$ cat src/bed_consts.svh
// timing counts and opcode constants for the branch and escape decoder
`ifndef BED_CONSTS_SVH
`define BED_CONSTS_SVH
`define BED_OP_ESCAPE 8'ha5
`define BED_OP_BREAK 8'h00
`define BED_OP_ASR 8'h03
`define BED_OP_CLR 8'he4
`define BED_OP_COMPARE_JUMP_NOT_EQUAL_R0 8'hb6
`define BED_OP_COMPARE_JUMP_NOT_EQUAL_R1 8'hb7
`define BED_OP_CJ_DIR 8'hb5
`define BED_OP_CJ_IMM 8'hb4
`define BED_OP_SJMP 8'h80
`define BED_OP_MOVX_RD 8'he0
`define BED_OP_MOVX_WR 8'hf0
`define BED_OP_RET 8'h22
`define BED_OP_LCALL 8'h12
`define BED_CYC_BREAK 4'h2
`define BED_CYC_COMPARE_JUMP_NOT_EQUAL 4'h4
`define BED_CYC_REL 4'h3
`define BED_CYC_XRAM 4'h2
`define BED_CYC_XSLOW 4'h4
`define BED_CYC_RET 4'h4
`define BED_CYC_RET_EXT 4'h5
`define BED_CYC_LCALL 4'h4
`define BED_CYC_LCALL_EXT 4'h6
`define BED_CYC_NOP2 4'h2
`define BED_ACC_RST 40'h00_0000_0000
`endif

$ cat src/bed_pkg.sv
// types shared by the branch and escape decoder
package bed_pkg;
    typedef enum logic [2:0] {
        BED_ST_OP = 3'b000,
        BED_ST_ESC = 3'b001,
        BED_ST_ARG1 = 3'b010,
        BED_ST_ARG2 = 3'b011,
        BED_ST_WAIT = 3'b100
    } bed_state_t;
    typedef enum logic [2:0] {
        BED_K_NONE = 3'b000,
        BED_K_COMPARE_JUMP_NOT_EQUAL = 3'b001,
        BED_K_REL = 3'b010,
        BED_K_EXTERNAL_DATA_SPACE = 3'b011,
        BED_K_STACK = 3'b100
    } bed_kind_t;
    // core context presented to the decoder
    typedef struct packed {
        logic [7:0] acc;
        logic [7:0] ram_at_ri;
        logic debug_enable;
        logic pointer_select;
        logic ext_stack;
        logic slow_space;
    } bed_ctx_t;
endpackage

$ cat src/bed_decoder.sv
// branch and escape decode slice: byte-per-clock sequencer
`timescale 1ns/1ps
`include "bed_consts.svh"
// Summary of operation
// - A5 byte is escape prefix
// - shift right moves bits 39 to 1 down one place
// - shift keeps bit 39, flags untouched
// - breakpoint halts to debug when enabled
// - breakpoint leaves pc plus two
// - breakpoint disabled is two-cycle nop
// - escaped compare uses ram at ri
// - relative target is pc plus displacement
// - escaped compare sets carry when acc below operand
// - compare leaves operands unchanged
// - clear zeroes forty bits, flags untouched
// - compare jump: three bytes, four cycles
// - data pointer access two or four cycles, three or five escaped
// - stack ops longer with extended stack
// - alternate pointer is unselected one
module bed_decoder (
    // clock and reset
    input wire logic clk_sys,
    input wire logic reset,
    // program byte stream
    input wire logic [7:0] code_byte,
    input wire logic [15:0] pc_start,
    // core context and data pointers
    input wire bed_pkg::bed_ctx_t ctx,
    input wire logic [15:0] dptr0,
    input wire logic [15:0] dptr1,
    // multiplier result loaded into the accumulate register
    input wire logic mac_load,
    input wire logic [39:0] mac_load_val,
    // results
    output logic [15:0] pc_r,
    output logic [39:0] mac_acc_r,
    output logic carry_r,
    output logic carry_we_r,
    output logic debug_halt_r,
    output logic [15:0] xaddr_r,
    output logic busy_r
);
    bed_pkg::bed_state_t state_r;
    bed_pkg::bed_kind_t kind_r;
    logic [3:0] wait_r;
    logic esc_r;
    logic neq_r;
    logic started_r;
    logic [15:0] pc_nxt;

    // alternate pointer is whichever the select bit leaves out
    function automatic logic [15:0] alt_ptr(input logic sel, input logic [15:0] p0,
                                            input logic [15:0] p1);
        alt_ptr = sel ? p0 : p1;
    endfunction

    // pc advances one per fetched byte
    assign pc_nxt = pc_r + 16'h0001;

    // ************************************************
    // sequencer
    // ************************************************
    always_ff @(posedge clk_sys) begin
        if (reset) begin
            state_r <= bed_pkg::BED_ST_OP;
            kind_r <= bed_pkg::BED_K_NONE;
            wait_r <= 4'h0;
            esc_r <= 1'b0;
            neq_r <= 1'b0;
            started_r <= 1'b0;
            pc_r <= 16'h0000;
            carry_r <= 1'b0;
            carry_we_r <= 1'b0;
            debug_halt_r <= 1'b0;
            xaddr_r <= 16'h0000;
            busy_r <= 1'b0;
        end else if (!started_r) begin
            // pc is loaded one clock after release, never under reset
            started_r <= 1'b1;
            pc_r <= pc_start;
        end else if (debug_halt_r) begin
            // halted; the debug unit takes over from here
            debug_halt_r <= 1'b1;
        end else begin
            carry_we_r <= 1'b0;
            case (state_r)
                bed_pkg::BED_ST_OP: begin
                    pc_r <= pc_nxt;
                    esc_r <= 1'b0;
                    busy_r <= 1'b1;
                    if (code_byte == `BED_OP_ESCAPE) begin
                        state_r <= bed_pkg::BED_ST_ESC;
                    end else if (code_byte == `BED_OP_CJ_IMM || code_byte == `BED_OP_CJ_DIR
                                 || code_byte[7:1] == 7'h5b || code_byte[7:3] == 5'h17) begin
                        // plain compare forms: operand, then displacement
                        kind_r <= bed_pkg::BED_K_COMPARE_JUMP_NOT_EQUAL;
                        state_r <= bed_pkg::BED_ST_ARG1;
                    end else if (code_byte == `BED_OP_SJMP) begin
                        kind_r <= bed_pkg::BED_K_REL;
                        state_r <= bed_pkg::BED_ST_ARG2;
                    end else if (code_byte == `BED_OP_MOVX_RD || code_byte == `BED_OP_MOVX_WR) begin
                        kind_r <= bed_pkg::BED_K_EXTERNAL_DATA_SPACE;
                        xaddr_r <= ctx.pointer_select ? dptr1 : dptr0;
                        // the opcode cycle counts as one, the rest are wait cycles
                        wait_r <= (ctx.slow_space ? `BED_CYC_XSLOW : `BED_CYC_XRAM)
                                  - 4'h1;
                        state_r <= bed_pkg::BED_ST_WAIT;
                    end else if (code_byte == `BED_OP_RET) begin
                        kind_r <= bed_pkg::BED_K_STACK;
                        wait_r <= (ctx.ext_stack ? `BED_CYC_RET_EXT : `BED_CYC_RET)
                                  - 4'h1;
                        state_r <= bed_pkg::BED_ST_WAIT;
                    end else if (code_byte == `BED_OP_LCALL) begin
                        kind_r <= bed_pkg::BED_K_STACK;
                        wait_r <= (ctx.ext_stack ? `BED_CYC_LCALL_EXT : `BED_CYC_LCALL)
                                  - 4'h1;
                        state_r <= bed_pkg::BED_ST_WAIT;
                    end else begin
                        busy_r <= 1'b0;
                    end
                end
                bed_pkg::BED_ST_ESC: begin
                    pc_r <= pc_nxt;
                    esc_r <= 1'b1;
                    busy_r <= 1'b0;
                    state_r <= bed_pkg::BED_ST_OP;
                    case (code_byte)
                        `BED_OP_BREAK: begin
                            debug_halt_r <= ctx.debug_enable;
                        end
                        `BED_OP_COMPARE_JUMP_NOT_EQUAL_R0, `BED_OP_COMPARE_JUMP_NOT_EQUAL_R1: begin
                            // unsigned compare against ram at r0/r1, nothing written back
                            neq_r <= ctx.acc != ctx.ram_at_ri;
                            carry_r <= ctx.acc < ctx.ram_at_ri;
                            carry_we_r <= 1'b1;
                            kind_r <= bed_pkg::BED_K_COMPARE_JUMP_NOT_EQUAL;
                            busy_r <= 1'b1;
                            state_r <= bed_pkg::BED_ST_ARG2;
                        end
                        `BED_OP_MOVX_RD, `BED_OP_MOVX_WR: begin
                            xaddr_r <= alt_ptr(ctx.pointer_select, dptr0, dptr1);
                            wait_r <= (ctx.slow_space ? `BED_CYC_XSLOW : `BED_CYC_XRAM)
                                      - 4'h1;
                            kind_r <= bed_pkg::BED_K_EXTERNAL_DATA_SPACE;
                            busy_r <= 1'b1;
                            state_r <= bed_pkg::BED_ST_WAIT;
                        end
                        default: begin
                            // shift, clear and unknown codes end in two cycles
                            busy_r <= 1'b0;
                        end
                    endcase
                end
                bed_pkg::BED_ST_ARG1: begin
                    // operand byte of plain compare forms is consumed elsewhere
                    pc_r <= pc_nxt;
                    state_r <= bed_pkg::BED_ST_ARG2;
                end
                bed_pkg::BED_ST_ARG2: begin
                    pc_r <= pc_nxt;
                    state_r <= bed_pkg::BED_ST_WAIT;
                    wait_r <= 4'h0;
                    if (kind_r == bed_pkg::BED_K_REL || (kind_r == bed_pkg::BED_K_COMPARE_JUMP_NOT_EQUAL
                        && (!esc_r || neq_r))) begin
                        // displacement is relative to the next instruction
                        pc_r <= pc_nxt + {{8{code_byte[7]}}, code_byte};
                    end
                end
                bed_pkg::BED_ST_WAIT: begin
                    // redirect or access cycles with no fetch
                    if (wait_r <= 4'h1) begin
                        state_r <= bed_pkg::BED_ST_OP;
                        busy_r <= 1'b0;
                        kind_r <= bed_pkg::BED_K_NONE;
                    end else begin
                        wait_r <= wait_r - 4'h1;
                    end
                end
                default: begin
                    state_r <= bed_pkg::BED_ST_OP;
                end
            endcase
        end
    end

    // ************************************************
    // forty-bit accumulate register
    // ************************************************
    always_ff @(posedge clk_sys) begin
        if (reset) begin
            mac_acc_r <= `BED_ACC_RST;
        end else if (started_r && !debug_halt_r && state_r == bed_pkg::BED_ST_ESC) begin
            if (code_byte == `BED_OP_ASR) begin
                mac_acc_r <= {mac_acc_r[39], mac_acc_r[39:1]};
            end else if (code_byte == `BED_OP_CLR) begin
                mac_acc_r <= `BED_ACC_RST;
            end
        end else if (mac_load) begin
            // a load during an escape decode cycle is dropped; the core never overlaps them
            mac_acc_r <= mac_load_val;
        end
    end

    // ************************************************
    // checks
    // ************************************************
    asr_sign_keep_a: assert property (@(posedge clk_sys) disable iff (reset)
        started_r && !debug_halt_r && state_r == bed_pkg::BED_ST_ESC
        && code_byte == `BED_OP_ASR |=> mac_acc_r[39] == $past(mac_acc_r[39])
        && mac_acc_r[38:0] == $past(mac_acc_r[39:1]))
        else $error("shift right lost sign or bits");
    acc_clear_a: assert property (@(posedge clk_sys) disable iff (reset)
        started_r && !debug_halt_r && state_r == bed_pkg::BED_ST_ESC
        && code_byte == `BED_OP_CLR |=> mac_acc_r == 40'h00_0000_0000)
        else $error("clear left bits set");
    escape_seen_a: assert property (@(posedge clk_sys) disable iff (reset)
        started_r && !debug_halt_r && state_r == bed_pkg::BED_ST_OP
        && code_byte == 8'ha5 |=> state_r == bed_pkg::BED_ST_ESC)
        else $error("escape byte not recognised");
    break_halt_a: assert property (@(posedge clk_sys) disable iff (reset)
        started_r && !debug_halt_r && state_r == bed_pkg::BED_ST_ESC
        && code_byte == 8'h00 && ctx.debug_enable |=> debug_halt_r)
        else $error("breakpoint did not halt");
    break_pc_a: assert property (@(posedge clk_sys) disable iff (reset)
        started_r && !debug_halt_r && state_r == bed_pkg::BED_ST_OP
        && code_byte == 8'ha5 ##1 code_byte == 8'h00
        |=> pc_r == $past(pc_r, 2) + 16'h0002)
        else $error("breakpoint pc not advanced by two");
    break_nop_a: assert property (@(posedge clk_sys) disable iff (reset)
        started_r && !debug_halt_r && state_r == bed_pkg::BED_ST_ESC
        && code_byte == 8'h00 && !ctx.debug_enable
        |=> !debug_halt_r && !carry_we_r && state_r == bed_pkg::BED_ST_OP)
        else $error("disabled breakpoint not a plain nop");
    compare_jump_not_equal_carry_a: assert property (@(posedge clk_sys) disable iff (reset)
        started_r && !debug_halt_r && state_r == bed_pkg::BED_ST_ESC
        && code_byte[7:1] == 7'h5b |=> carry_we_r
        && carry_r == ($past(ctx.acc) < $past(ctx.ram_at_ri)))
        else $error("compare carry wrong");
    compare_jump_not_equal_cycles_a: assert property (@(posedge clk_sys) disable iff (reset)
        started_r && !debug_halt_r && state_r == bed_pkg::BED_ST_OP
        && code_byte == 8'hb4 |=> ##2 state_r == bed_pkg::BED_ST_WAIT
        ##1 state_r == bed_pkg::BED_ST_OP)
        else $error("compare jump not four cycles");
    unknown_esc_a: assert property (@(posedge clk_sys) disable iff (reset)
        started_r && !debug_halt_r && state_r == bed_pkg::BED_ST_ESC
        && !(code_byte inside {`BED_OP_BREAK, `BED_OP_ASR, `BED_OP_CLR, `BED_OP_COMPARE_JUMP_NOT_EQUAL_R0,
            `BED_OP_COMPARE_JUMP_NOT_EQUAL_R1, `BED_OP_MOVX_RD, `BED_OP_MOVX_WR})
        |=> state_r == bed_pkg::BED_ST_OP && !busy_r)
        else $error("unknown escape not a two-cycle nop");
    cover_asr_c: cover property (@(posedge clk_sys) state_r == bed_pkg::BED_ST_ESC
        && code_byte == `BED_OP_ASR);
    cover_break_c: cover property (@(posedge clk_sys) debug_halt_r);
    cover_compare_jump_not_equal_c: cover property (@(posedge clk_sys) carry_we_r && neq_r);
endmodule // bed_decoder

$ cat config.mk
export PLATFORM = sky130hd
export DESIGN_NAME = bed_decoder
export DESIGN_NICKNAME = d
export VERILOG_FILES = /design/src/bed_pkg.sv /design/src/bed_decoder.sv
export VERILOG_INCLUDE_DIRS = /design/src
export SDC_FILE = /design/constraint.sdc
export NUM_CORES = 1
export LEC_CHECK = 0
export BUFFER_PORTS_ARGS = -buffer_cell sky130_fd_sc_hd__clkbuf_2
export CAP_MARGIN = 20
export CORE_AREA = 2 2 117 119
export CTS_CLUSTER_DIAMETER = 200
export DETAILED_ROUTE_END_ITERATION = 7
export DIE_AREA = 0 0 119 121
export PLACE_DENSITY = 0.8
export SLEW_MARGIN = 20
export SYNTH_ARGS = -nofsm -noshare
export SYNTH_HDL_FRONTEND = slang
export SYNTH_SLANG_ARGS = --single-unit
$ cat constraint.sdc
create_clock -name clk_sys -period 4.14 [get_ports clk_sys]
set_input_delay 0.207 -clock clk_sys [delete_from_list [all_inputs] [get_ports clk_sys]]
set_output_delay 0.207 -clock clk_sys [all_outputs]
set_load 0.02 [all_outputs]
==> report_table.html <==
<table>
<tr><th>Metric</th><th>Value</th></tr>
<tr><th colspan="2">Outcome</th></tr>
<tr><td>Outcome</td><td>completed</td></tr>
<tr><th colspan="2">Finish</th></tr>
<tr><td>Final net count</td><td>1039</td></tr>
<tr><td>Area added between synthesis and finish</td><td>22.7%</td></tr>
<tr><td>Final Cell Area</td><td>0.00716 mm^2</td></tr>
<tr><td>Final antenna diode count</td><td>0</td></tr>
<tr><td>Fill cell count</td><td>1239</td></tr>
<tr><td>Fraction of final layout cells with drive strength greater than 1</td><td>27.2%</td></tr>
<tr><td>Final standard cell count with taps included and fillers excluded</td><td>1069</td></tr>
<tr><td>Core occupancy in the finished layout</td><td>54.8%</td></tr>
<tr><th colspan="2">Logic synthesis</th></tr>
<tr><td>Number of synthesized register bits</td><td>89</td></tr>
<tr><td>Most area-hungry cell type in the Yosys netlist</td><td>sky130_fd_sc_hd__dfxtp_1</td></tr>
<tr><td>Most used flip-flop cell after synthesis</td><td>sky130_fd_sc_hd__dfxtp_1</td></tr>
<tr><td>Synthesized netlist net count</td><td>873</td></tr>
<tr><td>Synth top cells by count</td><td>sky130_fd_sc_hd__nor2_1, sky130_fd_sc_hd__dfxtp_1, sky130_fd_sc_hd__nor3_1, sky130_fd_sc_hd__nand2b_1</td></tr>
<tr><td>Avg Synthesized Cell Area</td><td>8.09 um^2</td></tr>
<tr><td>Area share of the leading cell type in the synthesized netlist</td><td>30.5%</td></tr>
<tr><td>Count of flip-flops with a built-in enable after synthesis</td><td>0</td></tr>
<tr><td>Mapped Cells</td><td>722</td></tr>
<tr><td>Fraction of registers with async set/reset</td><td>0%</td></tr>
<tr><td>Number of synthesis warnings</td><td>0</td></tr>
<tr><td>Count of different cell masters after synthesis</td><td>72</td></tr>
<tr><td>Post-synthesis cell area</td><td>0.00584 mm^2</td></tr>
<tr><td>Most frequent cell after synthesis</td><td>sky130_fd_sc_hd__nor2_1</td></tr>
<tr><td>Top cells by area in the synthesized netlist</td><td>sky130_fd_sc_hd__dfxtp_1, sky130_fd_sc_hd__ha_1, sky130_fd_sc_hd__nor2_1</td></tr>
<tr><td>Part of the Yosys area used for sequential elements</td><td>30.5%</td></tr>
<tr><th colspan="2">Routing</th></tr>
<tr><td>Detailed route wirelength on metal2</td><td>7.72 mm</td></tr>
<tr><td>Highest metal layer with signal wires</td><td>met4</td></tr>
<tr><td>Number of detailed-route iterations in the first pass</td><td>5</td></tr>
<tr><td>Avg Vias per Cell</td><td>5.62</td></tr>
<tr><td>Violation count after the first detailed-route iteration</td><td>448</td></tr>
<tr><td>Sum of routed wire length over all layers</td><td>16.4 mm</td></tr>
<tr><td>Average wire per standard cell</td><td>15.3 um</td></tr>
<tr><td>Antenna-violating nets left</td><td>0</td></tr>
<tr><td>Met1 layer wirelength in the final routing</td><td>7.11 mm</td></tr>
<tr><td>Total via count after detailed routing</td><td>6007</td></tr>
<tr><td>Number of remaining DRC errors</td><td>0</td></tr>
<tr><td>Detail Route met3 WL</td><td>1.25 mm</td></tr>
<tr><th colspan="2">Clock network</th></tr>
<tr><td>Clk_lat worst skew</td><td>0.35 ns</td></tr>
<tr><td>Root Buffer</td><td>sky130_fd_sc_hd__clkbuf_16</td></tr>
<tr><td>Largest buffer count on any clock path</td><td>2</td></tr>
<tr><td>Clock-pin slew on the worst setup and hold paths</td><td>0.07 ns</td></tr>
<tr><td>H-tree levels</td><td>3</td></tr>
<tr><td>Number of buffers added for setup after CTS</td><td>0</td></tr>
<tr><td>Number of buffers inserted by hold repair at cts</td><td>0</td></tr>
<tr><td>CTS tree</td><td>yes</td></tr>
<tr><td>Number of gates resized after CTS</td><td>0</td></tr>
<tr><td>Inserted Clock Buffers</td><td>9</td></tr>
<tr><td>Sink Count</td><td>89</td></tr>
<tr><th colspan="2">Timing</th></tr>
<tr><td>Final setup viols</td><td>0</td></tr>
<tr><td>Clock tree skew after final layout</td><td>0.0115 ns</td></tr>
<tr><td>RSZ-0062 raised after global routing</td><td>no</td></tr>
<tr><td>Worst slew margin relative to its limit</td><td>33.1%</td></tr>
<tr><td>Max Freq</td><td>297 MHz</td></tr>
<tr><td>Total Neg Setup Slack</td><td>0 ns</td></tr>
<tr><td>Period utilization</td><td>81.3%</td></tr>
<tr><td>Final Slew Violations</td><td>0</td></tr>
<tr><td>Endpoints failing hold</td><td>0</td></tr>
<tr><td>Worst-margin pin slew</td><td>1.00 ns</td></tr>
<tr><td>Minimum clock period</td><td>3.36 ns</td></tr>
<tr><th colspan="2">Critical path</th></tr>
<tr><td>Series of cell instances along the critical path</td><td>ha_1, and3_2, and3_1, xor2_1, ha_1, a21o_1, a21o_1, a221o_1, a41oi_2, xnor2_1, a2111o_1, o211ai_2</td></tr>
<tr><td>Required time of the critical path</td><td>4.41 ns</td></tr>
<tr><td>Startpoint type of the worst setup path</td><td>flip-flop</td></tr>
<tr><td>Bufs and invs on worst path</td><td>0</td></tr>
<tr><td>CP max FO</td><td>9</td></tr>
<tr><td>Critical path's slowest cell</td><td>sky130_fd_sc_hd__dfxtp_1</td></tr>
<tr><td>Setup crit end kind</td><td>flip-flop</td></tr>
<tr><td>CP delay by family, top</td><td>compound AO/OA/AOI/OAI gates</td></tr>
<tr><td>Arrival time at the worst endpoint</td><td>3.63 ns</td></tr>
<tr><td>Worst path max stage delay</td><td>0.48 ns</td></tr>
<tr><td>Crit Path Category</td><td>flip-flop to flip-flop</td></tr>
<tr><th colspan="2">Global route</th></tr>
<tr><td>Grt ovf</td><td>0</td></tr>
<tr><td>Vias in the first global route</td><td>5430</td></tr>
<tr><td>Largest net degree at the start of global routing</td><td>48</td></tr>
<tr><td>First-pass GRT wire length</td><td>26.7 mm</td></tr>
<tr><td>Initial antenna violation count</td><td>0</td></tr>
<tr><td>GRT Resource Usage Total</td><td>22.5%</td></tr>
<tr><th colspan="2">Placement</th></tr>
<tr><td>Final GP Congestion</td><td>0.908</td></tr>
<tr><td>Count of buffers inserted at the top-level ports</td><td>194</td></tr>
<tr><td>Detailed placer's ending HPWL</td><td>11.9 mm</td></tr>
<tr><td>Placed cell area</td><td>0.00686 mm^2</td></tr>
<tr><td>Placed cells</td><td>1053</td></tr>
<tr><th colspan="2">Min path</th></tr>
<tr><td>Path type of the worst min-delay path</td><td>input port to flip-flop</td></tr>
<tr><th colspan="2">Floorplan</th></tr>
<tr><td>Y dimension of the die</td><td>121 um</td></tr>
<tr><td>Number of top-level design ports</td><td>195</td></tr>
<tr><td>Die Wd</td><td>119 um</td></tr>
<tr><td>Total core area</td><td>0.0131 mm^2</td></tr>
<tr><td>Number of rows created at floorplan</td><td>42</td></tr>
<tr><td>Initial core utilization</td><td>44.6%</td></tr>
<tr><td>Die area</td><td>0.0144 mm^2</td></tr>
<tr><th colspan="2">Power</th></tr>
<tr><td>Peak supply drop</td><td>209 uV</td></tr>
<tr><td>Power density over the cells</td><td>465 mW/mm^2</td></tr>
<tr><td>Post-route total power</td><td>3.33 mW</td></tr>
<tr><td>Leakage power total</td><td>3.20 nW</td></tr>
<tr><th colspan="2">Flow run</th></tr>
<tr><td>Number of max-cap violations</td><td>0</td></tr>
</table>
worst paths after layout:
check	end	from	cells past startpoint	slack (ns)
setup reg to reg	pc_r[15]$_SDFFE_PP0P_	pc_r[0]$_SDFFE_PP0P_	12	0.78
hold reg to reg	carry_r$_SDFFE_PP0P_	carry_r$_SDFFE_PP0P_	2	0.47
hold / removal	pc_r[4]$_SDFFE_PP0P_	pc_start[4]	3	0.13
setup / recovery	pc_r[15]$_SDFFE_PP0P_	pc_r[0]$_SDFFE_PP0P_	12	0.78
layout make-up:
| cell class | instances | area, um^2 | area share (%) |
|---|---|---|---|
| Multi-Input combinational cell | 567 | 3770 | 52.7 |
| Clock inverter | 6 | 50.0 | 0.699 |
| Timing Repair Buffer | 201 | 1020 | 14.3 |
| Sequential cell | 89 | 1780 | 24.9 |
| Inverter | 20 | 75.1 | 1.05 |
| Clock buffer | 10 | 239 | 3.34 |
| Tap cell | 176 | 220 | 3.07 |
through the flow:
stage | setup WS (ns) | hold slack [ns]
6_report | 0.775 | 0.131
3_3_place_gp | 0.900 | 0.464
4_1_cts | 0.803 | 0.123
5_1_grt | 0.548 | 0.129
2_1_floorplan | 0.974 | 0.352
3_5_place_dp | 0.841 | 0.462
flip-flops by register name, indices dropped and copies added, names as in the netlist:
register      count
debug_halt_r      1
mac_acc_r        40
started_r         1
state_r           3
neq_r             1
busy_r            1
kind_r            3
pc_r             16
xaddr_r          16
wait_r            4
carry_we_r        1
carry_r           1
esc_r             1
kinds of logic after synthesis:
| kind of cell | count (synthesis) | synth area share, % |
|---|---|---|
| DFF | 89 | 30.5 |
| xor gates and xnor gates | 29 | 4.35 |
| adders and majority gates | 32 | 6.98 |
| and+or+nand+nor | 305 | 26.9 |
| buffers and inverters | 66 | 5.40 |
| AOI/OAI and AO/OA | 180 | 22.2 |
| muxes | 21 | 3.62 |
layer usage:
metal	vias to the layer above	GRT usage (%)
met5	-	0
met2	250	36.5
met4	0	7.66
met3	26	3.67
li1	2975	-
met1	2756	30.3
power by group:
part / switching [mW] / internal, mW
combinational: 0.810 / 0.558
clock: 0.369 / 0.431
sequential: 0.180 / 0.982
tightest hold or removal path: stages:
cell                       delay, ns
sky130_fd_sc_hd__clkbuf_2       0.08
sky130_fd_sc_hd__a221oi_1       0.07
sky130_fd_sc_hd__nor2_1         0.08
cells in the final DEF (no fill, tap or decap), types with 8 or more instances in the layout:
master	synthesis	layout
sky130_fd_sc_hd__xor2_1	11	11
sky130_fd_sc_hd__inv_1	20	20
sky130_fd_sc_hd__clkbuf_16	0	9
sky130_fd_sc_hd__o21ai_0	19	19
sky130_fd_sc_hd__xnor2_1	18	17
sky130_fd_sc_hd__dfxtp_1	89	89
sky130_fd_sc_hd__mux2i_1	20	20
sky130_fd_sc_hd__nor2_1	103	103
sky130_fd_sc_hd__a211oi_1	25	25
sky130_fd_sc_hd__nand2_1	40	40
sky130_fd_sc_hd__a22oi_1	40	40
sky130_fd_sc_hd__ha_1	31	31
sky130_fd_sc_hd__nand3_1	17	17
sky130_fd_sc_hd__a21oi_1	29	29
sky130_fd_sc_hd__nor3_1	50	50
sky130_fd_sc_hd__clkbuf_2	0	193
sky130_fd_sc_hd__nand4_1	8	8
sky130_fd_sc_hd__nand2b_1	44	44
Power figures use the tool's default switching activity.
